### src/hw/dpl_pkg.sv
// Shared constants, field layouts and types of the position loop and orientation block
package dpl_pkg;

    // Register byte offsets on the AXI4-Lite bus
    localparam logic [7:0] OFS_CTRL = 8'h00;
    localparam logic [7:0] OFS_GAIN = 8'h04;
    localparam logic [7:0] OFS_CLAMP = 8'h08;
    localparam logic [7:0] OFS_TARGET = 8'h0c;
    localparam logic [7:0] OFS_WINDOW = 8'h10;
    localparam logic [7:0] OFS_JOG = 8'h14;
    localparam logic [7:0] OFS_STATUS = 8'h18;
    localparam logic [7:0] OFS_ERROR = 8'h1c;
    localparam logic [7:0] OFS_CORR = 8'h20;
    localparam logic [7:0] OFS_FF = 8'h24;

    // Values after reset
    localparam logic [31:0] RST_CTRL = 32'h0000_0000;
    localparam logic [31:0] RST_GAIN = 32'h0000_1900;   // 25.00 in 8.8 fixed point
    localparam logic [31:0] RST_CLAMP = 32'h0000_0096;  // 150
    localparam logic [31:0] RST_TARGET = 32'h0000_0000;
    localparam logic [31:0] RST_WINDOW = 32'h0000_0100; // 256
    localparam logic [31:0] RST_JOG = 32'h0000_0000;

    // Limits and scaling
    localparam logic [7:0] CLAMP_MAX = 8'hfa;           // 250
    localparam logic [12:0] WINDOW_MAX = 13'h1000;      // 4096
    localparam logic [15:0] NEAR_DIST = 16'h0800;       // 1/32 rev in 1/65536 rev
    localparam int GAIN_SHIFT = 8;

    // Loop mode codes
    localparam logic [2:0] MODE_OFF = 3'h0;
    localparam logic [2:0] MODE_RIGID_FF = 3'h1;
    localparam logic [2:0] MODE_RIGID = 3'h2;
    localparam logic [2:0] MODE_SLIP_FF = 3'h3;
    localparam logic [2:0] MODE_SLIP = 3'h4;
    localparam logic [2:0] MODE_OR_STOP = 3'h5;
    localparam logic [2:0] MODE_OR_ALL = 3'h6;

    // Bus answers
    localparam logic [1:0] RESP_OKAY = 2'h0;
    localparam logic [1:0] RESP_SLVERR = 2'h2;

    // Orientation sequence states
    typedef enum logic [2:0] {OR_IDLE, OR_SEEK, OR_CREEP, OR_LOCK, OR_HOLD, OR_OFF} dpl_ostate_t;

    // Control register layout, bits 9:0
    typedef struct packed {
        logic marker_off_fb;
        logic marker_off_ref;
        logic err_reset;
        logic jog_rev;
        logic jog_en;
        logic hold_zero;
        logic abs_mode;
        logic [2:0] mode;
    } dpl_ctrl_t;

    // Drive condition inputs
    typedef struct packed {
        logic enabled;
        logic src_valid;
        logic fb_init;
        logic at_speed;
        logic stop_cmd;
        logic closed_loop;
    } dpl_drv_t;

endpackage

### src/hw/dpl_top.sv
// Position loop with feed forward, relative jog and spindle orientation, AXI4-Lite registers
`timescale 1ns/1ns
module dpl_top #(
    parameter int ERR_W = 40
) (
    input wire logic aclk,
    input wire logic aresetn,
    input wire logic [7:0] awaddr,
    input wire logic [2:0] awprot,
    input wire logic awvalid,
    output logic awready,
    input wire logic [31:0] wdata,
    input wire logic [3:0] wstrb,
    input wire logic wvalid,
    output logic wready,
    output logic [1:0] bresp,
    output logic bvalid,
    input wire logic bready,
    input wire logic [7:0] araddr,
    input wire logic [2:0] arprot,
    input wire logic arvalid,
    output logic arready,
    output logic [31:0] rdata,
    output logic [1:0] rresp,
    output logic rvalid,
    input wire logic rready,
    input wire logic upd_tick,
    input wire dpl_pkg::dpl_drv_t drv,
    input wire logic [31:0] ref_pos,
    input wire logic [31:0] fb_pos,
    input wire logic ref_marker,
    input wire logic fb_marker,
    input wire logic fb_absolute,
    input wire logic signed [15:0] ramp_speed,
    input wire logic motor_dir_rev,
    output logic signed [15:0] spd_ff,
    output logic signed [15:0] spd_corr,
    output logic signed [15:0] orient_ref,
    output logic ramp_off,
    output logic speed_zero,
    output logic drive_off,
    output logic orient_done,
    output logic stop_override,
    output logic loop_on
);

    // Address decode shared by read and write paths
    function automatic logic is_mapped(input logic [7:0] a);
        is_mapped = (a[1:0] == 2'h0) && (a <= dpl_pkg::OFS_FF);
    endfunction

    // Byte lane merge for writes
    function automatic logic [31:0] merge(input logic [31:0] old, input logic [31:0] d, input logic [3:0] s);
        for (int i = 0; i < 4; i++)
        begin
            merge[i*8 +: 8] = s[i] ? d[i*8 +: 8] : old[i*8 +: 8];
        end
    endfunction

    logic [31:0] reg_ctrl, reg_gain, reg_clamp, reg_target, reg_window, reg_jog;
    logic [7:0] aw_addr;
    logic [31:0] w_data;
    logic [3:0] w_strb;
    logic do_write;
    dpl_pkg::dpl_ctrl_t ctrl;
    logic [7:0] clamp_eff;
    logic [12:0] window_eff;
    logic signed [ERR_W-1:0] err;
    logic [31:0] ref_prev, fb_prev, ref_acc, fb_acc;
    logic primed, ref_mark_pend, fb_mark_pend;
    logic [2:0] mode_q;
    logic abs_q, stop_q, en_q, dir_q;
    dpl_pkg::dpl_ostate_t ostate;

    assign ctrl = reg_ctrl[9:0];
    assign clamp_eff = (reg_clamp[7:0] > dpl_pkg::CLAMP_MAX) ? dpl_pkg::CLAMP_MAX : reg_clamp[7:0];
    assign window_eff = (reg_window[12:0] > dpl_pkg::WINDOW_MAX) ? dpl_pkg::WINDOW_MAX : reg_window[12:0];

    // Write channel: address and data taken in either order, answer after both
    assign do_write = !awready && !wready && !bvalid;
    always_ff @(posedge aclk)
    begin
        if (!aresetn)
        begin
            awready <= 1'b1;
            wready <= 1'b1;
            bvalid <= 1'b0;
            bresp <= dpl_pkg::RESP_OKAY;
            aw_addr <= 8'h00;
            w_data <= 32'h0000_0000;
            w_strb <= 4'h0;
        end
        else
        begin
            if (awvalid && awready)
            begin
                awready <= 1'b0;
                aw_addr <= awaddr;
            end
            if (wvalid && wready)
            begin
                wready <= 1'b0;
                w_data <= wdata;
                w_strb <= wstrb;
            end
            if (do_write)
            begin
                bvalid <= 1'b1;
                bresp <= is_mapped(aw_addr) ? dpl_pkg::RESP_OKAY : dpl_pkg::RESP_SLVERR;
            end
            if (bvalid && bready)
            begin
                bvalid <= 1'b0;
                awready <= 1'b1;
                wready <= 1'b1;
            end
        end
    end

    // Software registers; status words ignore writes
    always_ff @(posedge aclk)
    begin
        if (!aresetn)
        begin
            reg_ctrl <= dpl_pkg::RST_CTRL;
            reg_gain <= dpl_pkg::RST_GAIN;
            reg_clamp <= dpl_pkg::RST_CLAMP;
            reg_target <= dpl_pkg::RST_TARGET;
            reg_window <= dpl_pkg::RST_WINDOW;
            reg_jog <= dpl_pkg::RST_JOG;
        end
        else if (do_write)
        begin
            case (aw_addr)
                dpl_pkg::OFS_CTRL: reg_ctrl <= merge(reg_ctrl, w_data, w_strb) & 32'h0000_03ff;
                dpl_pkg::OFS_GAIN: reg_gain <= merge(reg_gain, w_data, w_strb) & 32'h0000_ffff;
                dpl_pkg::OFS_CLAMP: reg_clamp <= merge(reg_clamp, w_data, w_strb) & 32'h0000_00ff;
                dpl_pkg::OFS_TARGET: reg_target <= merge(reg_target, w_data, w_strb) & 32'h0000_ffff;
                dpl_pkg::OFS_WINDOW: reg_window <= merge(reg_window, w_data, w_strb) & 32'h0000_1fff;
                dpl_pkg::OFS_JOG: reg_jog <= merge(reg_jog, w_data, w_strb) & 32'h0000_ffff;
                default: reg_jog <= reg_jog;
            endcase
        end
    end

    // Read channel: data one cycle after the address is taken
    always_ff @(posedge aclk)
    begin
        if (!aresetn)
        begin
            arready <= 1'b1;
            rvalid <= 1'b0;
            rdata <= 32'h0000_0000;
            rresp <= dpl_pkg::RESP_OKAY;
        end
        else if (arvalid && arready)
        begin
            arready <= 1'b0;
            rvalid <= 1'b1;
            rresp <= is_mapped(araddr) ? dpl_pkg::RESP_OKAY : dpl_pkg::RESP_SLVERR;
            case (araddr)
                dpl_pkg::OFS_CTRL: rdata <= reg_ctrl;
                dpl_pkg::OFS_GAIN: rdata <= reg_gain;
                dpl_pkg::OFS_CLAMP: rdata <= reg_clamp;
                dpl_pkg::OFS_TARGET: rdata <= reg_target;
                dpl_pkg::OFS_WINDOW: rdata <= reg_window;
                dpl_pkg::OFS_JOG: rdata <= reg_jog;
                dpl_pkg::OFS_STATUS: rdata <= {23'h0, ostate, drive_off, speed_zero, ramp_off, stop_override,
                    orient_done, loop_on};
                dpl_pkg::OFS_ERROR: rdata <= err[31:0];
                dpl_pkg::OFS_CORR: rdata <= {{16{spd_corr[15]}}, spd_corr};
                dpl_pkg::OFS_FF: rdata <= {{16{spd_ff[15]}}, spd_ff};
                default: rdata <= 32'h0000_0000;
            endcase
        end
        else if (rvalid && rready)
        begin
            rvalid <= 1'b0;
            arready <= 1'b1;
        end
    end

    // Per-update position deltas and running positions
    logic [31:0] d_ref, d_fb, next_ref_acc, next_fb_acc;
    assign d_ref = primed ? ref_pos - ref_prev : 32'h0000_0000;
    assign d_fb = primed ? fb_pos - fb_prev : 32'h0000_0000;
    always_comb
    begin
        next_ref_acc = ref_acc + d_ref;
        next_fb_acc = fb_acc + d_fb;
        if ((ref_marker || ref_mark_pend) && !ctrl.marker_off_ref)
        begin
            next_ref_acc = {next_ref_acc[31:16], 16'h0000};
        end
        if ((fb_marker || fb_mark_pend) && !ctrl.marker_off_fb)
        begin
            next_fb_acc = {next_fb_acc[31:16], 16'h0000};
        end
    end

    // Position sources, marker latches and change detection
    always_ff @(posedge aclk)
    begin
        if (!aresetn)
        begin
            primed <= 1'b0;
            ref_prev <= 32'h0000_0000;
            fb_prev <= 32'h0000_0000;
            ref_acc <= 32'h0000_0000;
            fb_acc <= 32'h0000_0000;
            ref_mark_pend <= 1'b0;
            fb_mark_pend <= 1'b0;
            mode_q <= dpl_pkg::MODE_OFF;
            abs_q <= 1'b0;
        end
        else if (upd_tick)
        begin
            primed <= 1'b1;
            ref_prev <= ref_pos;
            fb_prev <= fb_pos;
            ref_mark_pend <= 1'b0;
            fb_mark_pend <= 1'b0;
            mode_q <= ctrl.mode;
            abs_q <= ctrl.abs_mode;
            // Non-absolute feedback starts at zero from power-up
            if (!primed)
            begin
                ref_acc <= 32'h0000_0000;
                fb_acc <= fb_absolute ? fb_pos : 32'h0000_0000;
            end
            else
            begin
                ref_acc <= next_ref_acc;
                fb_acc <= next_fb_acc;
            end
        end
        else
        begin
            ref_mark_pend <= ref_mark_pend | ref_marker;
            fb_mark_pend <= fb_mark_pend | fb_marker;
        end
    end

    // Loop enable conditions and integrator load value
    logic rigid, nonrigid, kill, abs_sel, ff_on, orient_en;
    logic signed [ERR_W-1:0] abs_err, jog_d;
    assign rigid = (ctrl.mode == dpl_pkg::MODE_RIGID_FF) || (ctrl.mode == dpl_pkg::MODE_RIGID);
    assign nonrigid = (ctrl.mode == dpl_pkg::MODE_SLIP_FF) || (ctrl.mode == dpl_pkg::MODE_SLIP);
    assign orient_en = ((ctrl.mode == dpl_pkg::MODE_OR_STOP) || (ctrl.mode == dpl_pkg::MODE_OR_ALL)) && drv.closed_loop;
    assign kill = !drv.enabled || !drv.src_valid || !drv.fb_init || (ctrl.mode != mode_q) ||
        (ctrl.abs_mode != abs_q) || ctrl.err_reset || !(rigid || (nonrigid && drv.at_speed));
    assign abs_sel = ctrl.abs_mode && rigid;
    assign abs_err = ERR_W'($signed(next_ref_acc - next_fb_acc));
    // Jog offset moves feedback against reference
    assign jog_d = ctrl.jog_en ? (ctrl.jog_rev ? -ERR_W'($signed({1'b0, reg_jog[15:0]})) :
        ERR_W'($signed({1'b0, reg_jog[15:0]}))) : '0;
    // Internal feed forward only in modes 1 and 3
    assign ff_on = (ctrl.mode == dpl_pkg::MODE_RIGID_FF) || (ctrl.mode == dpl_pkg::MODE_SLIP_FF);

    // Error integrator
    always_ff @(posedge aclk)
    begin
        if (!aresetn)
        begin
            err <= '0;
        end
        else if (upd_tick)
        begin
            if (kill)
            begin
                err <= abs_sel ? abs_err : '0;
            end
            else
            begin
                err <= err + ERR_W'($signed(d_ref)) - ERR_W'($signed(d_fb)) + jog_d;
            end
        end
    end

    // Orientation error, proportional correction and clamp
    logic signed [15:0] oerr, oabs;
    logic signed [ERR_W-1:0] err_src;
    logic signed [ERR_W+16:0] prod, corr_sh, lim;
    logic signed [15:0] corr_w, seek_ref, ff_w;
    logic near, in_win, locked;
    assign oerr = $signed(reg_target[15:0] - fb_acc[15:0]);
    assign oabs = oerr[15] ? -oerr : oerr;
    assign near = $unsigned(oabs) < dpl_pkg::NEAR_DIST;
    assign in_win = $unsigned(oabs) <= {3'h0, window_eff};
    assign locked = (ostate == dpl_pkg::OR_LOCK) || (ostate == dpl_pkg::OR_HOLD);
    assign err_src = locked ? ERR_W'(oerr) : err;
    assign prod = err_src * $signed({1'b0, reg_gain[15:0]});
    assign corr_sh = prod >>> dpl_pkg::GAIN_SHIFT;
    assign lim = $signed({{(ERR_W + 9){1'b0}}, clamp_eff});
    assign corr_w = (corr_sh > lim) ? 16'(lim) : ((corr_sh < -lim) ? 16'(-lim) : 16'(corr_sh));
    assign seek_ref = dir_q ? -$signed({8'h00, clamp_eff}) : $signed({8'h00, clamp_eff});
    // Reference encoder speed as feed forward
    assign ff_w = ($signed(d_ref) > 32'sd32767) ? 16'sh7fff : (($signed(d_ref) < -32'sd32768) ? -16'sh8000 :
        16'(d_ref));

    // Orientation sequence
    always_ff @(posedge aclk)
    begin
        if (!aresetn)
        begin
            ostate <= dpl_pkg::OR_IDLE;
            stop_q <= 1'b0;
            en_q <= 1'b0;
            dir_q <= 1'b0;
        end
        else if (upd_tick)
        begin
            stop_q <= drv.stop_cmd;
            en_q <= drv.enabled;
            case (ostate)
                dpl_pkg::OR_IDLE:
                begin
                    // Mode 6 with hold_zero set also starts on enable
                    if (orient_en && drv.enabled && ((drv.stop_cmd && !stop_q) ||
                        (ctrl.mode == dpl_pkg::MODE_OR_ALL && ctrl.hold_zero && !en_q)))
                    begin
                        ostate <= dpl_pkg::OR_SEEK;
                        dir_q <= motor_dir_rev;
                    end
                end
                dpl_pkg::OR_SEEK:
                begin
                    if (ramp_speed == seek_ref)
                    begin
                        ostate <= dpl_pkg::OR_CREEP;
                    end
                end
                dpl_pkg::OR_CREEP:
                begin
                    if (near)
                    begin
                        ostate <= dpl_pkg::OR_LOCK;
                    end
                end
                dpl_pkg::OR_LOCK:
                begin
                    if (in_win)
                    begin
                        ostate <= ctrl.hold_zero ? dpl_pkg::OR_HOLD : dpl_pkg::OR_OFF;
                    end
                end
                dpl_pkg::OR_HOLD:
                begin
                    if (!drv.stop_cmd)
                    begin
                        ostate <= dpl_pkg::OR_IDLE;
                    end
                end
                dpl_pkg::OR_OFF:
                begin
                    if (!drv.enabled)
                    begin
                        ostate <= dpl_pkg::OR_IDLE;
                    end
                end
                default: ostate <= dpl_pkg::OR_IDLE;
            endcase
            if (ostate != dpl_pkg::OR_OFF && ostate != dpl_pkg::OR_IDLE && (!orient_en || !drv.enabled))
            begin
                ostate <= dpl_pkg::OR_IDLE;
            end
        end
    end

    // Speed path outputs, refreshed on each update
    always_ff @(posedge aclk)
    begin
        if (!aresetn)
        begin
            spd_ff <= 16'sh0000;
            spd_corr <= 16'sh0000;
            loop_on <= 1'b0;
        end
        else if (upd_tick)
        begin
            loop_on <= !kill || locked;
            spd_ff <= (ff_on && !kill) ? ff_w : 16'sh0000;
            spd_corr <= (!kill || locked) ? corr_w : 16'sh0000;
        end
    end

    // Orientation outputs follow the sequence state, stop_override follows orient_en
    always_ff @(posedge aclk)
    begin
        if (!aresetn)
        begin
            orient_ref <= 16'sh0000;
            ramp_off <= 1'b0;
            speed_zero <= 1'b0;
            drive_off <= 1'b0;
            orient_done <= 1'b0;
            stop_override <= 1'b0;
        end
        else
        begin
            orient_ref <= (ostate == dpl_pkg::OR_SEEK || ostate == dpl_pkg::OR_CREEP) ? seek_ref : 16'sh0000;
            ramp_off <= (ostate == dpl_pkg::OR_CREEP) || locked;
            speed_zero <= locked;
            drive_off <= (ostate == dpl_pkg::OR_OFF);
            orient_done <= (locked && in_win) || (ostate == dpl_pkg::OR_OFF);
            stop_override <= orient_en;
        end
    end
endmodule

### config.mk
export PLATFORM = sky130hd
export DESIGN_NAME = dpl_top
export DESIGN_NICKNAME = d
export VERILOG_FILES = /design/src/hw/dpl_pkg.sv /design/src/hw/dpl_top.sv
export SDC_FILE = /design/constraint.sdc
export NUM_CORES = 2
export LEC_CHECK = 0
export ABC_AREA = 1
export BUFFER_PORTS_ARGS = -buffer_cell sky130_fd_sc_hd__buf_2
export CAP_MARGIN = 20
export CELL_PAD_IN_SITES_DETAIL_PLACEMENT = 1
export CELL_PAD_IN_SITES_GLOBAL_PLACEMENT = 2
export CORE_MARGIN = 5
export CORE_UTILIZATION = 37
export CTS_BUF_LIST = sky130_fd_sc_hd__clkbuf_16
export DETAILED_ROUTE_END_ITERATION = 10
export GPL_TIMING_DRIVEN = 0
export PLACE_DENSITY_LB_ADDON = 0.1
export SETUP_SLACK_MARGIN = 0.4
export SKIP_CTS_REPAIR_TIMING = 1
export SLEW_MARGIN = 20
export SYNTH_ARGS = -nofsm -noshare
export SYNTH_HDL_FRONTEND = slang
export SYNTH_SLANG_ARGS = --single-unit
export TNS_END_PERCENT = 50
### constraint.sdc
create_clock -name aclk -period 12.5 [get_ports aclk]
set_clock_uncertainty 0.2 [all_clocks]
set_input_delay 0 -clock aclk [delete_from_list [all_inputs] [get_ports aclk]]
set_output_delay 0 -clock aclk [all_outputs]
set_load 0.005 [all_outputs]
==> flow_summary_export.csv <==
group,metric,value,unit
logic_synthesis,synth_top_family_by_area,"adder cells",
floorplanning,die_w,398,um
floorplanning,die_h,398,um
timing,setup_violations,0,
clocking,cts_root_buffer,"clkbuf_16",
cells_and_area,final_cell_mix,"1,760 x nand2_1, 1,647 x inv_1, 829 x nor2_1, 677 x fa_1, 590 x a21oi_1",
logic_synthesis,yosysUniqueCellTypes,64,
detailed_routing,via_per_inst,5.43,
worst_setup_path,critPathBufInv,13,
global_route,grtUsageMet3,0.0496,
clocking,cts_sinks,378,
worst_setup_path,critPathMostFrequentCell,"nand2_1",
timing,finalHoldViolCount,4,
worst_setup_path,cp_top_family,"adder cells",
placement,place.gp.congestion,0.998,
timing,clock.fmax,86.2,MHz
timing,rsz0062_at_grt,"false",
detailed_routing,drtIter0Drc,3889,
worst_setup_path,reg2reg_slack,890,ps
clocking,cts_tree,"built",
worst_setup_path,cp-start-kind,"register",
placement,dp_cells,10300,
logic_synthesis,async_flop_share,0,
cells_and_area,area_delta_synth_final,13.7,%
run,maxCapViolations,0,
logic_synthesis,synth-simple-area-share,0.240,
cells_and_area,final_common_cell,"nand2_1",
status,status,"complete, but fails checks",
clocking,path_clk_slew,60,ps
global_route,grt.total_usage,0.353,
power_and_ir_drop,p_per_area,120,nW/um^2
timing,relSlewSlack,0.164,
hold_path,min_path_type,"primary input to register",
detailed_routing,first_pass_iters,5,
global_route,grt_antenna_before_repair,14,
global_route,busiest_layer,"met2",
logic_synthesis,synth_fa_ha_area_frac,0.340,
worst_setup_path,crit_path_start,"fb_acc[11]$_SDFFE_PN0P_",
timing,tightest_slew,1250,ps
power_and_ir_drop,power.leakage,31.1,nW
global_route,use_met1,0.426,
detailed_routing,ant_nets,0,
timing,period_share,0.928,
detailed_routing,wl_per_cell,27.1,um
cells_and_area,fin_nets,9820,
clocking,htreeDepth,2,
worst_setup_path,path_class,"register to register",
logic_synthesis,synth_area_per_cell,6.87,sq um
floorplanning,start_util,0.372,
clocking,cts_buffers,48,
worst_setup_path,end_kind,"register",
global_route,grt_pass1_vias,59500,
power_and_ir_drop,peakVddDrop,0.116,mV
logic_synthesis,synthMuxAreaShare,0,
logic_synthesis,synth-xor-area-share,0.0130,
cells_and_area,drive_gt1_frac,0.0664,
status,violations,"negative hold slack",
logic_synthesis,synth_edf_count,0,
logic_synthesis,synth_area,55600,sq um
floorplanning,core_region_area,150000,sq um
floorplanning,pin_count,251,
worst_setup_path,cp.required,12860,ps
detailed_routing,drcViolationCount,0,
logic_synthesis,synth_ff_type,"dfxtp_1",
worst_setup_path,rr_endpoint,"spd_corr[5]$_SDFFE_PN0P_",
floorplanning,die_area,158000,sq um
hold_path,holdPathEnd,"ref_prev[30]$_SDFFE_PN0P_",
timing,min_period,11610,ps
detailed_routing,vias,57600,
worst_setup_path,crit_fanout,10,
hold_path,min-delay-start,"ref_pos[30]",
worst_setup_path,max_stage_delay,570,ps
worst_setup_path,r2r_cells,50,
logic_synthesis,synth-seq-cells,378,
global_route,grt_max_degree,16,
detailed_routing,drt-total-wl,288,mm
cells_and_area,fin_cells,10600,
placement,dpl.hpwl,245,mm
global_route,grt_first_pass_wirelength,407,mm
logic_synthesis,ys_warn_count,0,
timing,hold_ws,-21.1,ps
hold_path,holdPathStages,4,
power_and_ir_drop,power,0.00762,W
logic_synthesis,synth_compound_area_frac,0.141,
global_route,grt-ovfl-total,0,
clocking,insertion_delay,670,ps
placement,io_buffers,223,
worst_setup_path,regToRegStartpoint,"fb_acc[11]$_SDFFE_PN0P_",
global_route,met2_usage,0.603,
floorplanning,rows,142,
worst_setup_path,arrival,11960,ps
clocking,cts_buffer_depth,3,
logic_synthesis,ys_seq_area_frac,0.136,
worst_setup_path,cpMaxStageDelayCell,"fa_1",
timing,slew_viol_final,0,
worst_setup_path,worst-path-stages,50,
logic_synthesis,netlist_instances,8092,
-- state kept, by name (all words and copies together), names as in the netlist, 15 cells and up --
name,flops
fb_prev,32
spd_corr,16
ref_prev,32
fb_acc,32
ref_acc,32
spd_ff,16
err,40
orient_ref,15
reg_gain,16
rdata,32
reg_jog,16
reg_target,16
w_data,16
-- per-layer routing --
layer	part of all wire	routed length, um
met1	0.40	115000
met2	0.47	137000
met3	0.057	16500
met4	0.069	20000
met5	0.000055	16
-- power by group --
group / switching (W) / internal (W)
combinational: 0.00334 / 0.00151
sequential: 0.0000780 / 0.00126
clock: 0.000653 / 0.000789
-- metrics by stage --
stage | cell area (sq um) | setup WS (ps) | hold WS (ps) | setup TNS [ps] | utilization
after floorplan | 55600 | 2940 | -87.3 | 0 | -
after global placement | 59300 | -996 | 15.4 | -12470 | 0.396
after detailed placement | 59500 | -1070 | 30.8 | -13440 | 0.398
after CTS | 61000 | -1150 | -639 | -14550 | 0.408
after global routing | 63200 | 383 | 7.16 | 0 | 0.423
final | 63300 | 895 | -21.1 | 0 | 0.423
-- area by class of cell --
class	instances	area (sq um)
Buffer	223	967
Inverter	1679	6330
Sequential cell	378	7570
Fill cell	19300	86300
Clock buffer	48	1200
Clock inverter	38	355
Tap cell	2016	2520
Timing Repair inverter	1	7.51
Antenna cell	11	27.5
Timing Repair Buffer	416	3000
Multi-Input combinational cell	5813	41300
-- how the worst max path moves through the flow --
stage / endpoint / slack, ps
final: spd_corr[5]$_SDFFE_PN0P_ / 890
after global routing: spd_corr[5]$_SDFFE_PN0P_ / 380
after CTS: spd_corr[5]$_SDFFE_PN0P_ / -1150
after detailed placement: spd_corr[5]$_SDFFE_PN0P_ / -1070
after global placement: spd_corr[5]$_SDFFE_PN0P_ / -1000
after floorplan: spd_corr[11]$_SDFFE_PN0P_ / 2940
-- cells in the mapped netlist, types with 52 or more instances --
master	number	area (sq um)
o22ai_1	52	325
nand2_1	1779	6680
clkbuf_1	178	668
inv_1	1642	6160
o21ai_0	411	2060
nand3_1	276	1380
ha_1	421	5270
nor2_1	832	3120
nand4_1	77	482
dfxtp_1	378	7570
nor3_1	119	596
a21oi_1	606	3030
fa_1	683	13700
-- logic make-up (layout without fill, tap and decap cells) --
family | count (synthesis) | in the layout
simple gates | 3233 | 3233
buf+inv | 1902 | 2405
compound gates | 1393 | 1393
fa+ha+maj | 1104 | 1104
flops | 378 | 378
xor+xnor | 81 | 81
other cells | 1 | 13
-- worst reg2reg max path: cells and delay by family, from the launching register on --
family,cells,cell delay [ps]
xor+xnor,2,600
compound gates,3,690
fa+ha+maj,9,4440
buf+inv,13,1730
simple gates,23,3500
flops,1,380
Power figures use the tool's default switching activity.
